--- config.mk ---
export PLATFORM = sky130hd
export DESIGN_NAME = pll_control
export DESIGN_NICKNAME = d
export VERILOG_FILES = /design/src/design/pll_pkg.sv /design/src/design/pin_sync.sv /design/src/design/clock_switch.sv /design/src/design/pll_control.sv
export SDC_FILE = /design/constraint.sdc
export NUM_CORES = 1
export LEC_CHECK = 0
export BUFFER_PORTS_ARGS = -buffer_cell sky130_fd_sc_hd__buf_2
export CAP_MARGIN = 20
export CORE_ASPECT_RATIO = 2
export CORE_MARGIN = 4
export CORE_UTILIZATION = 48
export DETAILED_ROUTE_END_ITERATION = 12
export HOLD_SLACK_MARGIN = 0.03
export PLACE_DENSITY = 0.79
export SLEW_MARGIN = 20
export SYNTH_ARGS = -nofsm -noshare
export SYNTH_HDL_FRONTEND = slang
export SYNTH_HIERARCHICAL = 1
export SYNTH_SLANG_ARGS = --single-unit
--- constraint.sdc ---
create_clock -name pclk -period 1.9 [get_ports pclk]
set_input_delay 0.095 -clock pclk [delete_from_list [all_inputs] [get_ports pclk]]
set_output_delay 0.095 -clock pclk [all_outputs]
set_load 0.1 [all_outputs]
--- src/design/pll_pkg.sv ---
// shared constants of the loop control block: map, fields, reset values
package pll_pkg;

	// ------------------------------------------------------------
	// register indices (byte address is four times the index)
	// ------------------------------------------------------------
	localparam logic [7:0] CTRL_INDEX = 8'h1c; // loop_control
	localparam logic [7:0] BWC_INDEX  = 8'h1d; // loop_bandwidth_control
	localparam logic [7:0] PROG_INDEX = 8'h1e; // loop_multiplier_program
	localparam int unsigned ADDR_LSB  = 2;     // word aligned
	localparam int unsigned INDEX_W   = 8;

	// ------------------------------------------------------------
	// loop_control fields
	// ------------------------------------------------------------
	localparam int unsigned CTRL_IE_BIT   = 7;
	localparam int unsigned CTRL_FLAG_BIT = 6;
	localparam int unsigned CTRL_ON_BIT   = 5;
	localparam int unsigned CTRL_BCS_BIT  = 4;
	localparam logic [3:0]  CTRL_LOW_ONES = 4'hf; // no function, read 1s

	// ------------------------------------------------------------
	// loop_bandwidth_control fields
	// ------------------------------------------------------------
	localparam int unsigned BWC_AUTO_BIT = 7;
	localparam int unsigned BWC_LOCK_BIT = 6;
	localparam int unsigned BWC_ACQ_BIT  = 5;
	localparam int unsigned BWC_XLD_BIT  = 4;

	// ------------------------------------------------------------
	// loop_multiplier_program fields and reset values
	// ------------------------------------------------------------
	localparam int unsigned PROG_MUL_LSB = 4;
	localparam int unsigned PROG_VRS_LSB = 0;
	localparam logic [3:0]  MUL_RESET    = 4'h6;
	localparam logic [3:0]  VRS_RESET    = 4'h6;
	localparam logic        ON_RESET     = 1'b1;

	// ------------------------------------------------------------
	// clock switch timing
	// ------------------------------------------------------------
	localparam logic [1:0]  SWITCH_EDGES = 2'h3; // edges of each source

endpackage : pll_pkg

--- src/design/pin_sync.sv ---
// three-stage synchroniser whose output follows once stages two and three agree
`timescale 1ns/100ps
module pin_sync
	import pll_pkg::*;
#(
	parameter int unsigned WIDTH = 4
) (
	input  wire logic             pclk,
	input  wire logic             presetn,
	input  wire logic [WIDTH-1:0] async_in,
	output logic      [WIDTH-1:0] sync_out
);

	initial begin
		if (WIDTH < 1) $error("pin_sync: WIDTH must be at least 1");
	end

	// ------------------------------------------------------------
	// state
	// ------------------------------------------------------------
	typedef struct packed {
		logic [WIDTH-1:0] s1;  // metastable stage, read by s2 only
		logic [WIDTH-1:0] s2;
		logic [WIDTH-1:0] s3;
		logic [WIDTH-1:0] q;   // filtered level
	} sync_s;

	sync_s sync_reg;
	sync_s sync_next;

	// per-bit agreement of stages two and three
	logic [WIDTH-1:0] agree;

	genvar g;
	generate
		for (g = 0; g < WIDTH; g++) begin : g_agree
			assign agree[g] = ~(sync_reg.s2[g] ^ sync_reg.s3[g]);
		end
	endgenerate

	// next state: shift, then update agreed bits
	always_comb begin
		sync_next    = sync_reg;
		sync_next.s1 = async_in;
		sync_next.s2 = sync_reg.s1;
		sync_next.s3 = sync_reg.s2;
		sync_next.q  = (sync_reg.s3 & agree) | (sync_reg.q & ~agree);
	end

	always_ff @(posedge pclk or negedge presetn) begin
		if (!presetn) begin
			sync_reg <= '0;
		end else begin
			sync_reg <= sync_next;
		end
	end

	assign sync_out = sync_reg.q;

endmodule : pin_sync

--- src/design/clock_switch.sv ---
// glitch-free base clock source switch with divide by two
`timescale 1ns/100ps
module clock_switch
	import pll_pkg::*;
(
	input  wire logic pclk,
	input  wire logic presetn,
	input  wire logic xtal_rise,   // one-cycle pulse per crystal edge
	input  wire logic vco_rise,    // one-cycle pulse per vco edge
	input  wire logic select_vco,  // requested source
	input  wire logic run,         // oscillator enable
	output logic      base_clock_out,
	output logic      switching
);

	typedef enum logic {SW_RUN, SW_WAIT} sw_state_e;

	// ------------------------------------------------------------
	// state
	// ------------------------------------------------------------
	typedef struct packed {
		sw_state_e  state;
		logic       cur_vco;  // source now in use
		logic [1:0] xcnt;     // crystal edges seen in wait
		logic [1:0] vcnt;     // vco edges seen in wait
		logic       out;      // divided clock
	} sw_s;

	sw_s sw_reg;
	sw_s sw_next;

	// next state: toggle on source edges, freeze output while switching
	always_comb begin
		sw_next = sw_reg;
		case (sw_reg.state)
			SW_RUN: begin
				if (select_vco != sw_reg.cur_vco) begin
					sw_next.state = SW_WAIT;
					sw_next.xcnt  = '0;
					sw_next.vcnt  = '0;
				end else if (sw_reg.cur_vco ? vco_rise : xtal_rise) begin
					sw_next.out = ~sw_reg.out;
				end
			end
			SW_WAIT: begin
				// output held static until both sources ticked
				if (xtal_rise && sw_reg.xcnt != SWITCH_EDGES) begin
					sw_next.xcnt = sw_reg.xcnt + 2'h1;
				end
				if (vco_rise && sw_reg.vcnt != SWITCH_EDGES) begin
					sw_next.vcnt = sw_reg.vcnt + 2'h1;
				end
				if (sw_reg.xcnt == SWITCH_EDGES &&
				    sw_reg.vcnt == SWITCH_EDGES) begin
					sw_next.cur_vco = select_vco;
					sw_next.state   = SW_RUN;
				end
			end
			default: begin
				sw_next.state = SW_RUN;
			end
		endcase
		// stop: output low, crystal selected, back to run
		if (!run) begin
			sw_next.state   = SW_RUN;
			sw_next.cur_vco = 1'b0;
			sw_next.out     = 1'b0;
		end
	end

	always_ff @(posedge pclk or negedge presetn) begin
		if (!presetn) begin
			sw_reg <= '{state: SW_RUN, default: '0};
		end else begin
			sw_reg <= sw_next;
		end
	end

	assign base_clock_out = sw_reg.out;
	assign switching      = (sw_reg.state == SW_WAIT);

endmodule : clock_switch

--- src/design/pll_control.sv ---
// register control, lock tracking and base clock select of the loop
//
// Operation
// - lock change sets flag; flag with enable interrupts
// - manual mode: enable ignores writes, reads 0
// - control register read clears lock flag
// - manual mode: flag reads 0, no interrupt
// - power-on bit enables loop, resets to 1
// - power-on cannot clear while vco selected
// - vco select ignored while loop off
// - select picks vco or crystal, halved
// - switch waits three edges each, output frozen
// - reset and stop clear source select
// - control low nibble reads all ones
// - bandwidth mode bit, 1 automatic, reset 0
// - lock indicator only in automatic mode
// - acquisition bit: status auto, control manual
// - manual acquisition value kept during automatic
// - crystal check: write 1, wait, read
// - crystal loss reads 0 on crystal source
// - multiplier field, zero acts as one, reset 6
// - program register frozen while loop on
// - range zero disables loop, blocks vco
// - stop holds crystal, base, interrupt low
`timescale 1ns/100ps
module pll_control
	import pll_pkg::*;
#(
	parameter int unsigned ADDR_W = 12
) (
	input  wire logic              pclk,
	input  wire logic              presetn,
	input  wire logic              psel,
	input  wire logic              penable,
	input  wire logic              pwrite,
	input  wire logic [ADDR_W-1:0] paddr,
	input  wire logic [31:0]       pwdata,
	output logic      [31:0]       prdata,
	output logic                   pready,
	output logic                   pslverr,
	input  wire logic              crystal_clock,
	input  wire logic              vco_clock,
	input  wire logic              loop_locked_in,
	input  wire logic              loop_tracking_in,
	input  wire logic              oscillator_enable_in,
	output logic                   crystal_clock_out,
	output logic                   base_clock_out,
	output logic                   loop_irq_request,
	output logic                   loop_enable_out,
	output logic                   auto_bandwidth_out,
	output logic                   manual_tracking_out,
	output logic      [3:0]        feedback_multiplier_out,
	output logic      [3:0]        vco_range_out,
	output logic      [3:0]        factory_test_out
);

	initial begin
		if (ADDR_W < INDEX_W + ADDR_LSB) begin
			$error("pll_control: ADDR_W too narrow for register map");
		end
	end

	// ------------------------------------------------------------
	// input synchronisers
	// ------------------------------------------------------------
	logic [3:0] pin_level;  // xtal, vco, locked, tracking
	logic       xtal_lvl;
	logic       vco_lvl;
	logic       locked_lvl;
	logic       track_lvl;

	pin_sync #(.WIDTH(4)) u_sync (
		.pclk     (pclk),
		.presetn  (presetn),
		.async_in ({crystal_clock, vco_clock,
		            loop_locked_in, loop_tracking_in}),
		.sync_out (pin_level)
	);

	assign xtal_lvl   = pin_level[3];
	assign vco_lvl    = pin_level[2];
	assign locked_lvl = pin_level[1];
	assign track_lvl  = pin_level[0];

	// ------------------------------------------------------------
	// state
	// ------------------------------------------------------------
	typedef struct packed {
		logic        ie;       // loop_irq_enable
		logic        flag;     // lock_change_flag
		logic        on;       // loop_power_on
		logic        base_clock_source_select;      // base_clock_source_select
		logic        auto_bw;  // automatic bandwidth mode
		logic        lock;     // lock indicator
		logic        acq_sw;   // manual tracking_not_acquire copy
		logic        crystal_loss_check;      // crystal_loss_check pending
		logic [3:0]  test;     // factory_test_bits
		logic [3:0]  mul;      // feedback_multiplier
		logic [3:0]  vrs;      // vco_range_multiplier
		logic        xtal_d;   // previous crystal level
		logic        vco_d;    // previous vco level
		logic        xtal_out; // gated crystal clock
		logic        irq;      // interrupt request
		logic [31:0] rdata;    // read data captured in setup
	} ctl_s;

	ctl_s ctl_reg;
	ctl_s ctl_next;

	// ------------------------------------------------------------
	// bus decode
	// ------------------------------------------------------------
	logic [INDEX_W-1:0] index;
	logic               sel_ctrl;
	logic               sel_bwc;
	logic               sel_prog;
	logic               mapped;
	logic               access;   // access phase, always completes
	logic               wr_ctrl;
	logic               wr_bwc;
	logic               wr_prog;
	logic               rd_ctrl;
	logic               xtal_rise;
	logic               vco_rise;
	logic               acq_view; // acquisition bit as read
	logic               switching;

	assign index    = paddr[ADDR_LSB +: INDEX_W];
	assign sel_ctrl = (index == CTRL_INDEX);
	assign sel_bwc  = (index == BWC_INDEX);
	assign sel_prog = (index == PROG_INDEX);
	assign mapped   = sel_ctrl | sel_bwc | sel_prog;
	assign access   = psel & penable;
	assign wr_ctrl  = access & pwrite & sel_ctrl;
	assign wr_bwc   = access & pwrite & sel_bwc;
	assign wr_prog  = access & pwrite & sel_prog;
	assign rd_ctrl  = access & ~pwrite & sel_ctrl;

	// edge pulses from the filtered clock levels
	assign xtal_rise = xtal_lvl & ~ctl_reg.xtal_d;
	assign vco_rise  = vco_lvl & ~ctl_reg.vco_d;

	// automatic mode shows the loop, manual shows the stored choice
	assign acq_view = ctl_reg.auto_bw ? track_lvl : ctl_reg.acq_sw;

	// ------------------------------------------------------------
	// next state
	// ------------------------------------------------------------
	always_comb begin
		ctl_next        = ctl_reg;
		ctl_next.xtal_d = xtal_lvl;
		ctl_next.vco_d  = vco_lvl;

		// lock indicator is meaningless in manual mode
		ctl_next.lock = ctl_reg.auto_bw & locked_lvl;

		// any read of the control register clears the flag
		if (rd_ctrl) begin
			ctl_next.flag = 1'b0;
		end
		// a lock toggle in the same cycle still wins
		if (ctl_next.lock != ctl_reg.lock) begin
			ctl_next.flag = 1'b1;
		end

		// crystal edge proves the reference alive
		if (xtal_rise) begin
			ctl_next.crystal_loss_check = 1'b0;
		end

		// control register write
		if (wr_ctrl) begin
			if (ctl_reg.auto_bw) begin
				ctl_next.ie = pwdata[CTRL_IE_BIT];
			end
			// cannot drop power while vco drives the base clock
			ctl_next.on = pwdata[CTRL_ON_BIT] | ctl_reg.base_clock_source_select;
			// old and new power state: no select while turning off
			ctl_next.base_clock_source_select = pwdata[CTRL_BCS_BIT] & ctl_reg.on & ctl_next.on &
			               (ctl_reg.vrs != 4'h0);
		end

		// bandwidth register write
		if (wr_bwc) begin
			ctl_next.auto_bw = pwdata[BWC_AUTO_BIT];
			if (!ctl_reg.auto_bw) begin
				ctl_next.acq_sw = pwdata[BWC_ACQ_BIT];
			end
			if (pwdata[BWC_XLD_BIT]) begin
				ctl_next.crystal_loss_check = 1'b1;
			end
			ctl_next.test = pwdata[3:0];
		end

		// program register only while the loop is off
		if (wr_prog && !ctl_reg.on) begin
			ctl_next.mul = pwdata[PROG_MUL_LSB +: 4];
			ctl_next.vrs = pwdata[PROG_VRS_LSB +: 4];
		end

		// range zero forces the crystal source
		if (ctl_next.vrs == 4'h0) begin
			ctl_next.base_clock_source_select = 1'b0;
		end
		// stop forces the crystal source
		if (!oscillator_enable_in) begin
			ctl_next.base_clock_source_select = 1'b0;
		end
		// manual mode: enable and flag held clear
		if (!ctl_next.auto_bw) begin
			ctl_next.ie   = 1'b0;
			ctl_next.flag = 1'b0;
		end

		// outputs held low in stop
		ctl_next.xtal_out = xtal_lvl & oscillator_enable_in;
		ctl_next.irq = ctl_next.flag & ctl_next.ie &
		               oscillator_enable_in;

		// read data captured in the setup cycle
		if (psel && !penable) begin
			ctl_next.rdata = 32'h0;
			if (sel_ctrl) begin
				ctl_next.rdata[7:0] = {ctl_reg.ie, ctl_reg.flag,
				                       ctl_reg.on, ctl_reg.base_clock_source_select,
				                       CTRL_LOW_ONES};
			end else if (sel_bwc) begin
				ctl_next.rdata[7:0] = {ctl_reg.auto_bw, ctl_reg.lock,
				                       acq_view,
				                       ctl_reg.crystal_loss_check & ctl_reg.base_clock_source_select,
				                       ctl_reg.test};
			end else if (sel_prog) begin
				ctl_next.rdata[7:0] = {ctl_reg.mul, ctl_reg.vrs};
			end
		end
	end

	// ------------------------------------------------------------
	// registers
	// ------------------------------------------------------------
	always_ff @(posedge pclk or negedge presetn) begin
		if (!presetn) begin
			ctl_reg <= '{on: ON_RESET, mul: MUL_RESET, vrs: VRS_RESET,
			             default: '0};
		end else begin
			ctl_reg <= ctl_next;
		end
	end

	// ------------------------------------------------------------
	// base clock
	// ------------------------------------------------------------
	clock_switch u_switch (
		.pclk           (pclk),
		.presetn        (presetn),
		.xtal_rise      (xtal_rise),
		.vco_rise       (vco_rise),
		.select_vco     (ctl_reg.base_clock_source_select),
		.run            (oscillator_enable_in),
		.base_clock_out (base_clock_out),
		.switching      (switching)
	);

	// ------------------------------------------------------------
	// outputs
	// ------------------------------------------------------------
	assign prdata  = ctl_reg.rdata;
	assign pready  = 1'b1;                // no wait states
	assign pslverr = access & ~mapped;    // unmapped address
	assign crystal_clock_out   = ctl_reg.xtal_out;
	assign loop_irq_request    = ctl_reg.irq;
	assign loop_enable_out     = ctl_reg.on & (ctl_reg.vrs != 4'h0) &
	                             oscillator_enable_in;
	assign auto_bandwidth_out  = ctl_reg.auto_bw;
	assign manual_tracking_out = ctl_reg.acq_sw;
	assign feedback_multiplier_out = (ctl_reg.mul == 4'h0) ? 4'h1 :
	                                 ctl_reg.mul;
	assign vco_range_out    = ctl_reg.vrs;
	assign factory_test_out = ctl_reg.test;
endmodule : pll_control

---- Word-level counts from Yosys, hierarchy flattened ----
Index checks and enable logic that the tools add are counted.
W data, S select, Z words.
word-level totals
  bits in registers ....................... 55
  memories kept ........................... 0
  memory bits (writable) .................. 0
  word-level logic and storage cells ...... 134
  memory bits (read-only) ................. 0
  latch bits .............................. 0
cells by class
  order comparisons ....................... 0
  bitwise gates (word level) .............. 42
  reductions and logical operators ........ 15
  mux-type cells .......................... 32
  div/mod/pow operators ................... 0
  equality and inequality tests ........... 18
  multiply operators ...................... 0
  $add $sub $neg .......................... 2
  shift-type cells ........................ 0
operator list
  cell                   number
  $eq A8 B5 Y1 const B   3
  $mux W8                3
  $and A1 B1 Y1          20
  $mux W1                18
  $mux W4                3
  $ne A2 B2 Y1 const B   6
  $not A1 Y1             11
  $mux W2                5
  $and A4 B4 Y4          2
  $logic_not A4 Y1       2
  $ne A2 B1 Y1 const B   4
  $pmux W4 S2            1
  $reduce_and A2 Y1      4
  $logic_and A1 B1 Y1    5
  $mux W5                1
  $add A2 B1 Y2 const B  2
  $eq A2 B2 Y1 const B   2
  $not A4 Y4             1
  $or A4 B4 Y4           1
  $reduce_bool A4 Y1     1
  $xor A1 B1 Y1          4
  $ne A3 B1 Y1 const B   1
  $or A1 B1 Y1           3
  $reduce_and A3 Y1      1
  other kinds (3)        5

---- Logic depth before layout (Yosys ltp) ----
  word-level depth ........................ 8
  mapped depth ............................ 6

---- Cells and area by module ----
Netlist, hierarchy kept.
by module, submodules not included
  module        cells each  area each (um^2)  times used
  pll_control   179         1836.8            1
  pin_sync      24          475.5             1
  clock_switch  32          371.6             1

---- Worst setup path after synthesis ----
OpenSTA, ideal clock, no wires.
  path kind ............................... register to output
  start ................................... register ctl_reg[43] (netlist bit)
  end ..................................... output port feedback_multiplier_out[0]
  arrival time ............................ 2.654 ns
  stages on the path, launching flop included .. 2
  required time ........................... 1.805 ns
  setup slack ............................. -0.849 ns
  path buffers ............................ 0
  cell sequence ........................... dfrtp_1 o31ai_1
between the ends
  cells in the longest elaborated chain, start to end .. 2
ends and longest elaborated chain
  element                   RTL line            text
  start: declaration        pll_control.sv:107  ctl_s ctl_reg;
  start signal: assignment  pll_control.sv:243  ctl_reg <= '{on: ON_RESET, mul: MUL_RESET, vrs: VRS_RESET,
  start signal: assignment  pll_control.sv:246  ctl_reg <= ctl_next;
  $logic_not A4 Y1          pll_control.sv:276  assign feedback_multiplier_out = (ctl_reg.mul == 4'h0) ? 4'h1 :
  $mux W4                   pll_control.sv:276
  end: declaration          pll_control.sv:52   output logic [3:0] feedback_multiplier_out,
No other way between the ends.

---- Worst setup path in the final report ----
  start ................................... register ctl_reg, in the netlist vco_range_out[3]
  end ..................................... output port loop_enable_out
between the ends
  cells in the longest elaborated chain, start to end .. 3
ends and longest elaborated chain
  element                      RTL line            text
  $reduce_bool A4 Y1           pll_control.sv:272  assign loop_enable_out = ctl_reg.on & (ctl_reg.vrs != 4'h0) &
  $and A1 B1 Y1 (2 in series)  pll_control.sv:272
  end: declaration             pll_control.sv:49   output logic loop_enable_out,
No other way between the ends.

==> results.py <==
metrics = {
    "layout": {
        "nets": 335,
        "n_fill_cell": 503,
        "largest_reg_flops": 12,
        "antenna_cells": 0,
        "drive_gt1_share_pct": 33.6,
        "area_growth_pct": 12.9,
    },
    "synth": {
        "synth.area.mux_share_pct": 8.34,
        "syn-cell-area_um2": 2680,
        "synth_top_family_by_area": "buffers and inverters",
        "synth_cells": 235,
        "synthAdderAreaFrac_pct": 2.61,
        "ys_types": 46,
        "yosys.area.top_type": "dfrtp_1",
        "synth-edff-count": 0,
        "synth-async-reset-ratio_pct": 100,
        "synth.avg_cell_area_um2": 11.4,
        "ys_seq_elements": 55,
        "synth_compound_area_share_pct": 8.67,
        "synth_common_cells": "dfrtp_1 (50), buf_4 (45), nand2_1 (18), mux2_2 (12), o21ai_0 (10)",
        "yosysMostFrequentCell": "dfrtp_1",
        "yosysSeqAreaShare_pct": 51.5,
        "synthTopCellsByArea": "dfrtp_1 (47%), buf_4 (13%), mux2_2 (5.0%)",
        "synth_ff_type": "dfrtp_1",
        "synth_warnings": 6,
        "synth-xor-area-share_pct": 1.31,
        "synth_top_area_share_pct": 46.6,
        "synthSimpleGateAreaFrac_pct": 12.7,
    },
    "routing": {
        "via_count": 1744,
        "ant_nets": 0,
        "wl_per_cell_um": 14.8,
        "drt_pass1_iterations": 4,
        "drt-total-wl_um": 5040,
        "drc": 0,
        "viasPerCell": 5.13,
        "drt-initial-drc-count": 42,
    },
    "job": {
        "max-cap-violations": 0,
    },
    "setup_path": {
        "cp_max_fo": 4,
        "endpoint_kind": "output port",
        "cp_top_family": "simple AND/OR/NAND/NOR gates",
        "path_buf_inv": 1,
        "crit_cells": 3,
        "slowest_stage": "or4_4",
        "crit_path_start": "vco_range_out[3]",
        "r2r_cells": 4,
        "regToRegSetupSlack_ns": 0.46,
        "crit_chain": "or4_4 -> and3_1 -> buf_4",
        "crit_path_max_incr_delay_ns": 0.55,
        "path_class": "reg2out",
        "startpoint_type": "flop",
        "critPathRequiredTime_ns": 1.80,
        "cp.arrival_ns": 1.76,
    },
    "sta": {
        "maxSlewHeadroom_pct": 58.2,
        "worst_slew_pin_slew_ns": 0.627,
        "min_period_ns": 1.86,
        "rsz0062_at_grt": "false",
        "final-max-slew-violation-count": 0,
        "finalHoldViolCount": 0,
        "setup_viol": 0,
        "fmax_ghz": 0.538,
        "fin_crit_sh_pct": 97.8,
        "totalNegativeSetupSlack_ns": 0,
        "fin_skew_ns": 0.00237,
    },
    "grt": {
        "grt_pass1_vias": 1820,
        "gr-total-overflow": 0,
        "grt_pass1_wl_um": 8540,
        "grt_antenna_before_repair": 0,
        "grt_max_degree": 31,
        "grt_usage_pct": 16.6,
    },
    "place": {
        "port-buffer-count": 52,
        "gp_congestion": 0.837,
        "dp_hpwl_um": 3890,
    },
    "pwr": {
        "p_per_area_nw_per_um2": 862,
        "vdd_drop_max_uv": 733,
        "leakagePower_nw": 1.52,
        "power_mw": 2.61,
    },
    "clocking": {
        "clock_sinks": 55,
        "post-cts-setup-buffers": 0,
        "h-tree-depth": 2,
        "clk_pin_slew_ns": 0.09,
        "cts_tree": "built",
        "cts_made_buffers": 5,
        "cts-root-buf": "clkbuf_8",
        "cts_max_path_buffers": 2,
        "clkLatencyLatePin_ns": 0.31,
    },
    "die": {
        "die_w_um": 60.9,
        "start_util_pct": 49.5,
        "rows": 38,
        "core_um2": 5420,
        "die_area_um2": 6920,
        "io_pins": 106,
        "die_y_um": 114,
    },
    "hold_path": {
        "holdPathStages": 2,
        "worstHoldStart": "pwdata[0]",
        "min_path_type": "in2reg",
    },
    "outcome": {
        "status": "finished clean",
    },
}
area by class of cell:
| cell class | count | area (µm²) | area share (%) |
|---|---|---|---|
| Clock buffer | 5 | 68.8 | 2.27 |
| Multi-Input combinational cell | 146 | 1010 | 33.3 |
| Timing Repair Buffer | 67 | 413 | 13.6 |
| Sequential cell | 55 | 1380 | 45.6 |
| Inverter | 4 | 15.0 | 0.495 |
| Clock inverter | 3 | 67.6 | 2.23 |
| Tap cell | 60 | 75.1 | 2.48 |
per-layer routing:
metal | track usage, % | vias up | share of wire, %
met3 | 3.62 | 7 | 7.5
li1 | - | 835 | -
met1 | 20.0 | 835 | 37
met5 | 0 | - | 0
met2 | 27.3 | 67 | 53
met4 | 7.96 | 0 | 2.4
cells in the final DEF, fill, tap and decap left out, types with 2 or more instances in the layout:
cell and count:
a21oi_1 2, a21oi_2 2, a22o_1 5, a22oi_1 3, a2bb2oi_1 2, and2_1 3, and3_1 2, buf_2 51
buf_4 5, bufinv_16 2, clkbuf_8 5, conb_1 25, dfrtp_1 50, dfstp_2 5, dlygate4sd3_1 10, ha_1 2
inv_1 4, maj3_2 4, mux2_1 3, mux2_2 12, mux2i_1 4, nand2_1 18, nand2b_1 7, nand3_1 4
nand4b_1 2, nor2_1 5, nor2b_1 5, nor3_1 3, nor4_1 2, o211ai_1 2, o21ai_0 10, o41ai_1 2
xnor2_1 3
cell families after synthesis:
family                     after synthesis
and+or+nand+nor                         58
buffers and inverters                   57
DFF                                     55
AOI/OAI and AO/OA                       33
muxes                                   20
adders and majority gates                6
xor gates and xnor gates                 4
other                                    2
through the flow:
stage | std cells | util (%) | hold slack [ns] | area (µm²) | setup slack [ns]
2_1_floorplan | 258 | - | -0.201 | 2780 | 0.0163
3_3_place_gp | 322 | 51.4 | 0.138 | 2790 | 0.0659
3_5_place_dp | 322 | 51.4 | 0.152 | 2790 | 0.0385
4_1_cts | 340 | 55.9 | 0.0317 | 3030 | 0.0288
5_1_grt | 340 | 55.9 | 0.0472 | 3030 | 0.00848
6_report | 340 | 55.9 | 0.0446 | 3030 | 0.0422
what timing repair did:
item | in CTS | in global routing
hold buffers | 10 | 0
endpoints found under the setup margin | 1 | 0
endpoints found under the hold margin | 34 | 0
resized for setup | 2 | 0
final timing paths:
path                                                end
min in group asynchronous          u_sync/sync_next[10]
worst max-delay path                    loop_enable_out
worst min-delay path                factory_test_out[0]
worst min register to register      u_sync/sync_next[4]
max in group asynchronous              vco_range_out[2]
worst max register to register  u_switch/base_clock_out
where the power goes:
group	switching, mW	leakage (nW)	internal (mW)	total (mW)
sequential	0.0255	0.701	1.21	1.24
clock	0.377	0.0644	0.525	0.902
combinational	0.382	0.752	0.0900	0.472
total	0.785	1.52	1.83	2.61
No activity file was read; power rests on OpenSTA's default activity.
